===== config.mk =====
export PLATFORM = sky130hd
export DESIGN_NAME = pc_sp_quirk
export DESIGN_NICKNAME = d
export VERILOG_FILES = /design/src/quirk_pkg.sv /design/src/reset_sync.sv /design/src/pc_sp_quirk.sv
export SDC_FILE = /design/constraint.sdc
export NUM_CORES = 1
export LEC_CHECK = 0
export BUFFER_PORTS_ARGS = -buffer_cell sky130_fd_sc_hd__buf_2
export CAP_MARGIN = 15
export CORE_MARGIN = 1.5
export CORE_UTILIZATION = 39
export DETAILED_ROUTE_END_ITERATION = 8
export PLACE_DENSITY = 0.64
export SLEW_MARGIN = 40
export SYNTH_ARGS = -nofsm -noshare
export SYNTH_HDL_FRONTEND = slang
export SYNTH_HIERARCHICAL = 1
export SYNTH_SLANG_ARGS = --single-unit
export TNS_END_PERCENT = 100

===== constraint.sdc =====
create_clock -name clk -period 3.3 [get_ports clk]
set_input_delay 0.66 -clock clk [delete_from_list [all_inputs] [get_ports clk]]
set_output_delay 0.66 -clock clk [all_outputs]
set_load 0.005 [all_outputs]

===== src/quirk_pkg.sv =====
// Package: constants for the PC/SP quirk decoder.
// Assumes a 20-bit address space and byte addressed program memory.
package quirk_pkg;
    localparam int          ADDR_W        = 20;
    localparam logic [19:0] PC_RESET      = 20'h00000;
    localparam logic [19:0] SP_RESET      = 20'h00000;
    localparam logic [19:0] LEN_SHORT_OP  = 20'h00002;
    localparam logic [19:0] LEN_LONG_OP   = 20'h00004;
    localparam logic [19:0] SP_PUSH_STEP  = 20'h00004;

    // Instruction classes presented by the decode stage
    typedef enum logic [3:0]
    {
        OP_OTHER,
        OP_ADDR_ARITH,     // address_add/subtract/compare, immediate
        OP_EXT_ARITH,      // 20-bit extended arithmetic forms
        OP_MOVE,
        OP_EXT_ADDR_PUSH,  // extended_address_push
        OP_PUSH,           // push / extended_push
        OP_ADDR_CALL,      // address_call, register operand
        OP_ADDR_CALL_IDX,  // address_call index(base)
        OP_COND_JUMP,
        OP_ROTATE_PC,
        OP_BIT_TEST
    } op_class_t;

    // Source addressing modes
    typedef enum logic [2:0]
    {
        AM_REGISTER,
        AM_IMMEDIATE,
        AM_ABSOLUTE,
        AM_SYMBOLIC,
        AM_INDEXED,
        AM_INDIRECT,
        AM_INDIRECT_INC
    } addr_mode_t;

    typedef enum logic [2:0]
    {
        CC_ZERO,
        CC_NOT_ZERO,
        CC_CARRY,
        CC_NO_CARRY,
        CC_NEGATIVE,
        CC_GREATER_EQUAL,
        CC_LESS,
        CC_ALWAYS
    } cond_t;
endpackage


===== src/reset_sync.sv =====
// Reset synchroniser: async assert, two-flop release.
// Assumes clk is free running.
module reset_sync
(
    // Clock and raw reset
    input  wire logic clk,
    input  wire logic rst_n,
    // Synchronised reset
    output logic      rst_sync_n
);
    logic stage_ff;

    always_ff @(posedge clk or negedge rst_n)
    begin
        if (!rst_n)
        begin
            stage_ff   <= 1'b0;
            rst_sync_n <= 1'b0;
        end
        else
        begin
            stage_ff   <= 1'b1;
            rst_sync_n <= stage_ff;
        end
    end
endmodule


===== src/pc_sp_quirk.sv =====
// PC/SP quirk decoder: forms PC, SP and stack results for one
// decoded instruction per strobe. Assumes decode supplies class,
// mode, operands and flags on the same clock.
//
// What this block does (RULE10 is a rule for software)
// RULE1: Immediate address add/sub/compare to PC counts two bytes, not four.
// RULE2: Plain move to PC uses the full instruction length, no offset error.
// RULE3: Extended 20-bit arithmetic forms to PC compute correctly.
// RULE4: Extended address push of @SP+ loads SP with the old top word.
// RULE5: Address call on PC pushes a return value two below correct.
// RULE6: Indexed call on SP after memory-mode push treats index as positive.
// RULE7: Register/immediate push or non-SP base keeps index sign extension.
// RULE8: Untaken listed conditional jump then rotate PC halts the CPU.
// RULE9: Bit test @Rx,PC omits its two opcode bytes from the PC value.
// RULE10: Software should insert a no-op between push and indexed SP call.
// RULE11: Otherwise PC-relative results use next instruction address.
module pc_sp_quirk
    import quirk_pkg::*;
(
    // Clock and reset
    input  wire logic              clk,
    input  wire logic              rst_n,
    // Decoded instruction
    input  wire logic              instr_valid,
    input  wire op_class_t         op_class,
    input  wire addr_mode_t        src_mode,
    input  wire cond_t             jump_cond,
    input  wire logic              dst_is_pc,
    input  wire logic              src_is_sp,
    input  wire logic              base_is_sp,
    input  wire logic              is_subtract,
    input  wire logic              is_compare,
    input  wire logic [ADDR_W-1:0] imm_value,
    input  wire logic [15:0]       index_value,
    input  wire logic [ADDR_W-1:0] call_target,
    input  wire logic [ADDR_W-1:0] mem_word,
    input  wire logic [ADDR_W-1:0] bit_mask,
    input  wire logic              flag_z,
    input  wire logic              flag_c,
    input  wire logic              flag_n,
    input  wire logic              flag_v,
    // Results
    output logic [ADDR_W-1:0]      pc_ff,
    output logic [ADDR_W-1:0]      sp_ff,
    output logic [ADDR_W-1:0]      stack_data_ff,
    output logic                   stack_write_ff,
    output logic                   cpu_halted_ff,
    output logic                   bit_zero_ff,
    output logic [ADDR_W-1:0]      call_addr_ff
);
    ////////////////////////////////////////////////////////////////
    logic rst_sync_n;

    reset_sync u_reset_sync
    (
        .clk        (clk),
        .rst_n      (rst_n),
        .rst_sync_n (rst_sync_n)
    );

    ////////////////////////////////////////////////////////////////
    // History of the previous instruction
    logic prev_mem_push_ff;
    logic prev_cond_jump_ff;
    logic prev_not_taken_ff;

    function automatic logic cond_holds(input cond_t c, input logic z,
        input logic cy, input logic n, input logic v);
        unique case (c)
            CC_ZERO:          cond_holds = z;
            CC_NOT_ZERO:      cond_holds = !z;
            CC_CARRY:         cond_holds = cy;
            CC_NO_CARRY:      cond_holds = !cy;
            CC_NEGATIVE:      cond_holds = n;
            CC_GREATER_EQUAL: cond_holds = !(n ^ v);
            CC_LESS:          cond_holds = n ^ v;
            CC_ALWAYS:        cond_holds = 1'b1;
        endcase
    endfunction

    wire logic active    = instr_valid && !cpu_halted_ff;
    wire logic is_taken  = cond_holds(jump_cond, flag_z, flag_c,
                                      flag_n, flag_v);
    wire logic listed_cc = (jump_cond != CC_ALWAYS);
    wire logic mem_mode  = (src_mode != AM_REGISTER) &&
                           (src_mode != AM_IMMEDIATE);

    ////////////////////////////////////////////////////////////////
    // PC value seen by the instruction
    wire logic [ADDR_W-1:0] full_len =
        (op_class == OP_ADDR_ARITH || op_class == OP_EXT_ARITH ||
         op_class == OP_ADDR_CALL_IDX) ? LEN_LONG_OP : LEN_SHORT_OP;
    wire logic [ADDR_W-1:0] next_pc = pc_ff + full_len;          // RULE11
    wire logic [ADDR_W-1:0] arith_pc =
        (op_class == OP_ADDR_ARITH) ? pc_ff + LEN_SHORT_OP       // RULE1
                                    : next_pc;                   // RULE2 RULE3
    wire logic [ADDR_W-1:0] arith_res =
        is_subtract ? arith_pc - imm_value : arith_pc + imm_value;

    // Bit test @Rx sees PC without its own opcode bytes; other modes see next_pc
    wire logic [ADDR_W-1:0] bit_pc =
        (src_mode == AM_INDIRECT) ? pc_ff : next_pc;             // RULE9 RULE11
    wire logic bit_zero = ((bit_pc & bit_mask) == '0);           // RULE9

    // Call return value
    wire logic [ADDR_W-1:0] call_ret =
        dst_is_pc ? next_pc - LEN_SHORT_OP : next_pc;            // RULE5
    wire logic [ADDR_W-1:0] call_tgt = dst_is_pc ? next_pc : call_target;

    // Index extension for indexed call
    wire logic drop_sign = base_is_sp && prev_mem_push_ff;       // RULE6 RULE7
    wire logic [ADDR_W-1:0] idx_ext = drop_sign
        ? {4'h0, index_value}
        : {{4{index_value[15]}}, index_value};
    wire logic [ADDR_W-1:0] idx_addr = call_target + idx_ext;

    // Rotate on PC right after an untaken listed jump
    wire logic halt_now = (op_class == OP_ROTATE_PC) &&
                          prev_cond_jump_ff && prev_not_taken_ff; // RULE8

    ////////////////////////////////////////////////////////////////
    // Next state
    logic [ADDR_W-1:0] nxt_pc;
    logic [ADDR_W-1:0] nxt_sp;
    logic [ADDR_W-1:0] nxt_stack;
    logic              nxt_write;
    logic [ADDR_W-1:0] nxt_call;

    always_comb
    begin
        nxt_pc    = next_pc;
        nxt_sp    = sp_ff;
        nxt_stack = stack_data_ff;
        nxt_write = 1'b0;
        nxt_call  = call_addr_ff;
        unique case (op_class)
            OP_ADDR_ARITH, OP_EXT_ARITH:
                if (dst_is_pc && !is_compare)
                    nxt_pc = arith_res;
            OP_MOVE:
                if (dst_is_pc)
                    nxt_pc = imm_value;
            OP_EXT_ADDR_PUSH:
            begin
                nxt_write = 1'b1;
                nxt_stack = mem_word;
                if (src_is_sp && src_mode == AM_INDIRECT_INC)
                    nxt_sp = mem_word;                           // RULE4
                else
                    nxt_sp = sp_ff - SP_PUSH_STEP;
            end
            OP_PUSH:
            begin
                nxt_write = 1'b1;
                nxt_stack = mem_word;
                nxt_sp    = sp_ff - LEN_SHORT_OP;
            end
            OP_ADDR_CALL:
            begin
                nxt_write = 1'b1;
                nxt_stack = call_ret;
                nxt_sp    = sp_ff - SP_PUSH_STEP;
                nxt_pc    = call_tgt;
                nxt_call  = call_tgt;
            end
            OP_ADDR_CALL_IDX:
            begin
                nxt_write = 1'b1;
                nxt_stack = next_pc;
                nxt_sp    = sp_ff - SP_PUSH_STEP;
                nxt_pc    = mem_word;
                nxt_call  = idx_addr;
            end
            OP_COND_JUMP:
                if (is_taken)
                    nxt_pc = next_pc + imm_value;
            OP_ROTATE_PC:
                if (halt_now)
                    nxt_pc = pc_ff;                              // RULE8
            OP_BIT_TEST, OP_OTHER:
                nxt_pc = next_pc;
            // Unused class codes just step over the word
            default:
                nxt_pc = next_pc;
        endcase
    end

    ////////////////////////////////////////////////////////////////
    // Registers; a halted CPU only leaves by reset
    always_ff @(posedge clk or negedge rst_sync_n)
    begin
        if (!rst_sync_n)
        begin
            pc_ff             <= PC_RESET;
            sp_ff             <= SP_RESET;
            stack_data_ff     <= '0;
            stack_write_ff    <= 1'b0;
            call_addr_ff      <= '0;
            bit_zero_ff       <= 1'b0;
            cpu_halted_ff     <= 1'b0;
            prev_mem_push_ff  <= 1'b0;
            prev_cond_jump_ff <= 1'b0;
            prev_not_taken_ff <= 1'b0;
        end
        else if (active)
        begin
            pc_ff             <= nxt_pc;
            sp_ff             <= nxt_sp;
            stack_data_ff     <= nxt_stack;
            stack_write_ff    <= nxt_write;
            call_addr_ff      <= nxt_call;
            cpu_halted_ff     <= halt_now;                       // RULE8
            if (op_class == OP_BIT_TEST && dst_is_pc)
                bit_zero_ff   <= bit_zero;                       // RULE9
            prev_mem_push_ff  <= (op_class == OP_PUSH) && mem_mode;
            prev_cond_jump_ff <= (op_class == OP_COND_JUMP) && listed_cc;
            prev_not_taken_ff <= !is_taken;
        end
        else
        begin
            stack_write_ff    <= 1'b0;
        end
    end
endmodule


Yosys cells after proc, flatten, opt, wreduce, memory -nomap -nowiden
Index checks and enable logic that the tools add are counted.
- logic and storage cells: 97
- bits in registers: 88
- input port bits: 118
- output and inout bits: 83
- reductions and logical operators: 33
- eq/ne operators: 22
- bitwise logic cells: 2
- mux-type cells: 19
- $add $sub $neg: 9
- operator list (operator ; number):
    20-bit two-way mux ; 11
    20-bit one-hot mux with 3 select lines ; 2
    20-bit one-hot mux with 6 select lines ; 1
    20-bit adder ; 3
    20-bit one-hot mux with 2 select lines ; 1
    20-bit by 2-bit subtractor with 20-bit output (second input constant) ; 2
    20-bit by 2-bit adder with 20-bit output (second input constant) ; 1
    20-bit by 3-bit adder with 20-bit output ; 1
    20-bit bitwise AND ; 1
    20-bit logical NOT ; 1
    20-bit subtractor ; 1
    20-bit by 3-bit subtractor with 20-bit output (second input constant) ; 1
    3-bit == test (second input constant) ; 6
    4-bit by 3-bit == test with 1-bit output (second input constant) ; 4
    4-bit == test (second input constant) ; 3
    1-bit logical AND ; 10
    2-bit AND reduction ; 5
    3-bit nonzero test ; 3
    4-bit by 2-bit == test with 1-bit output (second input constant) ; 2
    1-bit one-hot mux with 8 select lines ; 1
    3-bit by 2-bit == test with 1-bit output (second input constant) ; 2
    1-bit logical NOT ; 6
    2-bit OR reduction ; 3
    4-bit by 1-bit == test with 1-bit output (second input constant) ; 1
    other kinds (11) ; 13

Logic depth before layout (Yosys ltp)
- depth in word-level cells: 10
- mapped depth: 26
- gate-level depth less buffers: 23

Modules after synthesis
Netlist, hierarchy kept.
- by module, submodules not included (module ; sequential area each (µm²) ; times used ; area an instance (µm²) ; cells each):
    pc_sp_quirk ; 2152.1 ; 1 ; 10217.3 ; 1393
    reset_sync ; 50.0 ; 1 ; 53.8 ; 3

Worst setup path after synthesis
OpenSTA, ideal clock, no wires.
- kind: input to register
- start point: in op_class[0]
- end point: reg pc_ff[19]
- buffers on the path: 4
- arrival: 5.362 ns
- slack: -2.149 ns
- cell stages on the path: 25
- required time: 3.213 ns
- setup time: 0.087 ns
- cells stage by stage: buf_2 buf_1 clkbuf_1 xnor2_1 mux2_2 nor2b_1 inv_1 ha_1 inv_1 fa_1 buf_4 nand3b_4 nor3_1 xnor2_1 inv_1 ha_1 and3_1 and3_1 a22oi_1 a31oi_1 nor3b_1 o21ai_0 xor2_1 a211o_1 o211ai_1
- cells in the longest elaborated chain, start to end: 10
- elaborated cells between the ends (all ways): 27
- those cells by class: 4 x add/sub; 8 x eq/ne; 9 x mux; 6 x reduce/logical
- ends and longest elaborated chain (element ; line ; source):
    start, declared ; pc_sp_quirk.sv:25 ; input wire op_class_t op_class,
    4-bit by 1-bit == test with 1-bit output / 4-bit by 2-bit == test with 1-bit output (equally long branches) ; pc_sp_quirk.sv:91, pc_sp_quirk.sv:95, pc_sp_quirk.sv:136 ;
    1-bit logical OR (2 in series) ; pc_sp_quirk.sv:91 ; (op_class == OP_ADDR_ARITH || op_class == OP_EXT_ARITH ||
    3-bit two-way mux ; pc_sp_quirk.sv:92 ; op_class == OP_ADDR_CALL_IDX) ? LEN_LONG_OP : LEN_SHORT_OP;
    20-bit by 3-bit adder with 20-bit output ; pc_sp_quirk.sv:93 ; wire logic [ADDR_W-1:0] next_pc = pc_ff + full_len;
    20-bit two-way mux ; pc_sp_quirk.sv:95 ; (op_class == OP_ADDR_ARITH) ? pc_ff + LEN_SHORT_OP
    20-bit adder / 20-bit subtractor (equally long branches) ; pc_sp_quirk.sv:98 ; is_subtract ? arith_pc - imm_value : arith_pc + imm_value;
    20-bit two-way mux ; pc_sp_quirk.sv:98 ;
    20-bit two-way mux ; pc_sp_quirk.sv:138 ; if (dst_is_pc && !is_compare)
    20-bit one-hot mux with 6 select lines ; pc_sp_quirk.sv:136 ; unique case (op_class)
    end signal, assigned ; pc_sp_quirk.sv:207 ; pc_ff <= nxt_pc;
    end, declared ; pc_sp_quirk.sv:43 ; output logic [ADDR_W-1:0] pc_ff,
Parallel ways exist; a longest one is shown, timed or not. The select of a mux whose other input is x is not followed.
A chain may end at the register's enable or synchronous reset.

Worst setup path in the final report
Ends and elaborated chain as after synthesis.

==> run metrics <==
status complete, but fails checks; Final Cycle Share 127%; Crit path max-delay family simple AND/OR/NAND/NOR gates; RSZ-0062 raised after global routing true; Least-Margin Pin Slew 0.827 ns; CP max stage cell or3_4; # rows 59; Routed WL per cell 21.0 um; Final Worst Setup Slack -0.903 ns; post-synthesis cell type count 88; CTS Buf Count 9; vias in the first global route 12000; multiplexer share of the synthesized area 1.91%; Max-slew headroom 44.7%; Synth Area in Simple Gates 23.6%; compound-gate portion of the synthesized area 27.3%; die height 165 um; die width 165 um; main combinational cell family by area after synthesis compound AO/OA/AOI/OAI gates; Residual DRC 0; synthesized area 10300 sq um; met1 WL 19600 um; Pleak 6.89 nW; max_cap viols 0; hold crit path type in2async; nets 2040; Levels on crit path 23; # clock sinks 88; RR Startpoint pc_ff[1]; I/O pin cnt 201; slowest stage delay, CP 0.43 ns; clock root buffer master clkbuf_16; Critical Path Source op_class[0]; I/O Buffers 200; Synth Instances 1396; worst-case clock skew 0.0187 ns; startpoint type of the worst setup path primary input; first-pass GRT wire length 68800 um; initial core utilization 39.5%; synthesized net count 1584; die area 27300 sq um; Congestion Overflow GR 0; CTS tree done; clk slew on worst S/H paths 0.08 ns; failing checks setup timing; final core occ 58.2%; FF+latch count, synth 88; crit end category flop; Avg Vias per Cell 5.81; ant diodes 0; highest metal used met4; hpwl dp 37500 um; crit path buf inv count 5; post-synthesis adder-cell area fraction 8.82%; Arr. time, crit path 4.48 ns; met2 WL 21400 um; final antenna-violating net count 0; Fill cells 2479; # setup viols final 33; Crit Path Category in2reg; number of synthesized flops with an enable pin 0; share of cells above drive strength 1 38.0%; DR iter-0 viols 1276; Pins Over Slew Limit 0; initial antenna violation count 0; Async S/R FF share, synth 100%; reg-to-reg critical path endpoint pc_ff[19]; largest net degree at the start of global routing 49; mean cell area of the mapped netlist 7.36 sq um; CORE AREA 26000 sq um; data required time of the critical path 3.58 ns; Worst VDD drop 343 uV; clk_lat worst skew 0.37 ns; Layout area overhead 47.3%; xor/xnor cell area share of the yosys netlist 11.5%; Cell Chain, Critical Path buf_8 -> xnor2_2 -> mux2_4 -> nor2b_4 -> inv_2 -> ha_4 -> inv_2 -> fa_2 -> nor2_4 -> a21oi_4 -> or3_4 -> nor2_4 -> xor2_1 -> ha_1 -> buf_4 -> nand4_1 -> a2111oi_4 -> buf_4 -> nor4_2 -> a211oi_1 -> xnor2_1 -> a21oi_1 -> o211ai_1; Ys Warns 6; drt pass-1 iters 8; fin crit period 4.20 ns; worst hold slack 0.0649 ns; routability cong. 0.986; Post-Route WL 46100 um; CP Capture Point pc_ff[19]; max frequency 238 MHz; top_reg_cell synth dfrtp_1; worst slack at placement -1.29 ns; R2R depth 18; crit path max fanout 4; total length of routed met3 wires 3920 um; commonest non-fill, non-tap cells in the layout buf_4 (295), buf_2 (198), nor2_1 (160); final-report hold violation count 0; Seq/Total Area, Yosys 21.4%; total power 8.80 mW; H-Tree Depth 3; final cell count without fillers 2192; flop2flop setup slack -0.35 ns; commonest non-fill, non-tap cell in the layout buf_4; placed cell count 2150; CTS max path bufs 2; Tot GR Track Use 33.3%; Vias 12700; pwr dens 582 nW/um^2
layer usage:
metal  global-route usage (%)  vias up
li1                         -     5985
met1                     45.0     6083
met2                     55.2      600
met3                     4.20       75
met4                     10.2        0
met5                        0        -
power by group:
group	switching (mW)	internal [mW]	total, mW
combinational	3.15	2.92	6.07
sequential	0.294	1.32	1.62
clock	0.577	0.538	1.12
total	4.02	4.78	8.80
what timing repair did:
action	in CTS	in global routing
setup endpoints to repair	34	36
resized for setup	90	73
pin swaps	47	62
buffers inserted	16	16
hold buffers	0	0
state kept, by name, summed over array words and instances, names as in the netlist:
name / cells
cpu_halted_ff: 1
stack_write_ff: 1
prev_mem_push_ff: 1
prev_cond_jump_ff: 1
prev_not_taken_ff: 1
stack_data_ff: 20
sp_ff: 20
bit_zero_ff: 1
pc_ff: 20
call_addr_ff: 20
u_reset_sync/stage_ff: 1
u_reset_sync/rst_sync_n: 1
worst min-delay path by stage:
stage / from / end / slack, ns
finish: rst_n / u_reset_sync/rst_sync_n / 0.06
detailed placement: u_reset_sync/rst_sync_n / stack_data_ff[1] / 0.24
global placement: u_reset_sync/rst_sync_n / sp_ff[0] / 0.24
global route: rst_n / u_reset_sync/rst_sync_n / 0.06
floorplan: u_reset_sync/stage_ff / u_reset_sync/rst_sync_n / 0.33
CTS: rst_n / u_reset_sync/rst_sync_n / 0.06
cells in the mapped netlist, types with 4 or more instances:
library cell,number,area [sq um]
nor3b_1,4,30.0
fa_1,4,80.1
dfrtp_1,88,2200
ha_1,66,826
a21oi_1,116,581
a32oi_1,5,43.8
or3_1,14,87.6
o21ai_0,112,561
and3_1,11,68.8
a211o_1,6,52.6
a221oi_1,31,272
and4_1,4,35.0
inv_1,59,221
a221o_1,8,80.1
nand3_1,38,190
o21ai_1,8,40.0
a22oi_1,9,67.6
a22o_1,5,43.8
o211ai_1,14,105
o21bai_1,7,52.6
nand4_1,17,106
nor2_1,174,653
a211oi_1,8,60.1
o22ai_1,20,125
a21o_1,21,158
xor2_1,43,377
nor2b_1,14,87.6
nor3_1,35,175
buf_4,7,52.6
o31ai_1,6,45.0
mux2_2,5,56.3
nand2_1,145,544
mux2i_1,14,140
nor4_1,17,106
o221ai_1,6,52.6
a31oi_1,17,106
nor3_2,4,40.0
o21a_1,9,67.6
xnor2_1,86,753
clkbuf_1,47,176
buf_1,5,18.8
buf_2,12,60.1
nand2b_1,15,93.8
per-stage QoR:
step                      setup TNS (ns)  area, sq um
after floorplan                   -27.83        10600
after global placement            -29.10        13900
after detailed placement          -30.74        13900
after CTS                         -11.19        14700
after global routing              -20.99        15100
final                             -15.55        15100
kinds of logic (layout without fill, tap and decap cells):
| logic type | after synthesis | count (layout) |
|---|---|---|
| AO/OA/AOI/OAI | 438 | 438 |
| XOR/XNOR | 132 | 132 |
| adder cells (fa/ha/maj) | 70 | 70 |
| buffers and inverters | 133 | 594 |
| flip-flops | 88 | 88 |
| multiplexers | 19 | 19 |
| other | 1 | 1 |
| AND/OR/NAND/NOR | 515 | 515 |
cell type report:
| type | instances | area [sq um] | share of cell area (%) |
|---|---|---|---|
| tap | 335 | 419 | 2.77 |
| clock buffer | 9 | 225 | 1.49 |
| multi-input combinational | 1175 | 8480 | 56.0 |
| timing repair buffer | 517 | 3500 | 23.1 |
| sequential | 88 | 2210 | 14.6 |
| inverter | 61 | 231 | 1.53 |
| clock inverter | 7 | 70.1 | 0.463 |
No activity file was read; power rests on OpenSTA's default activity.
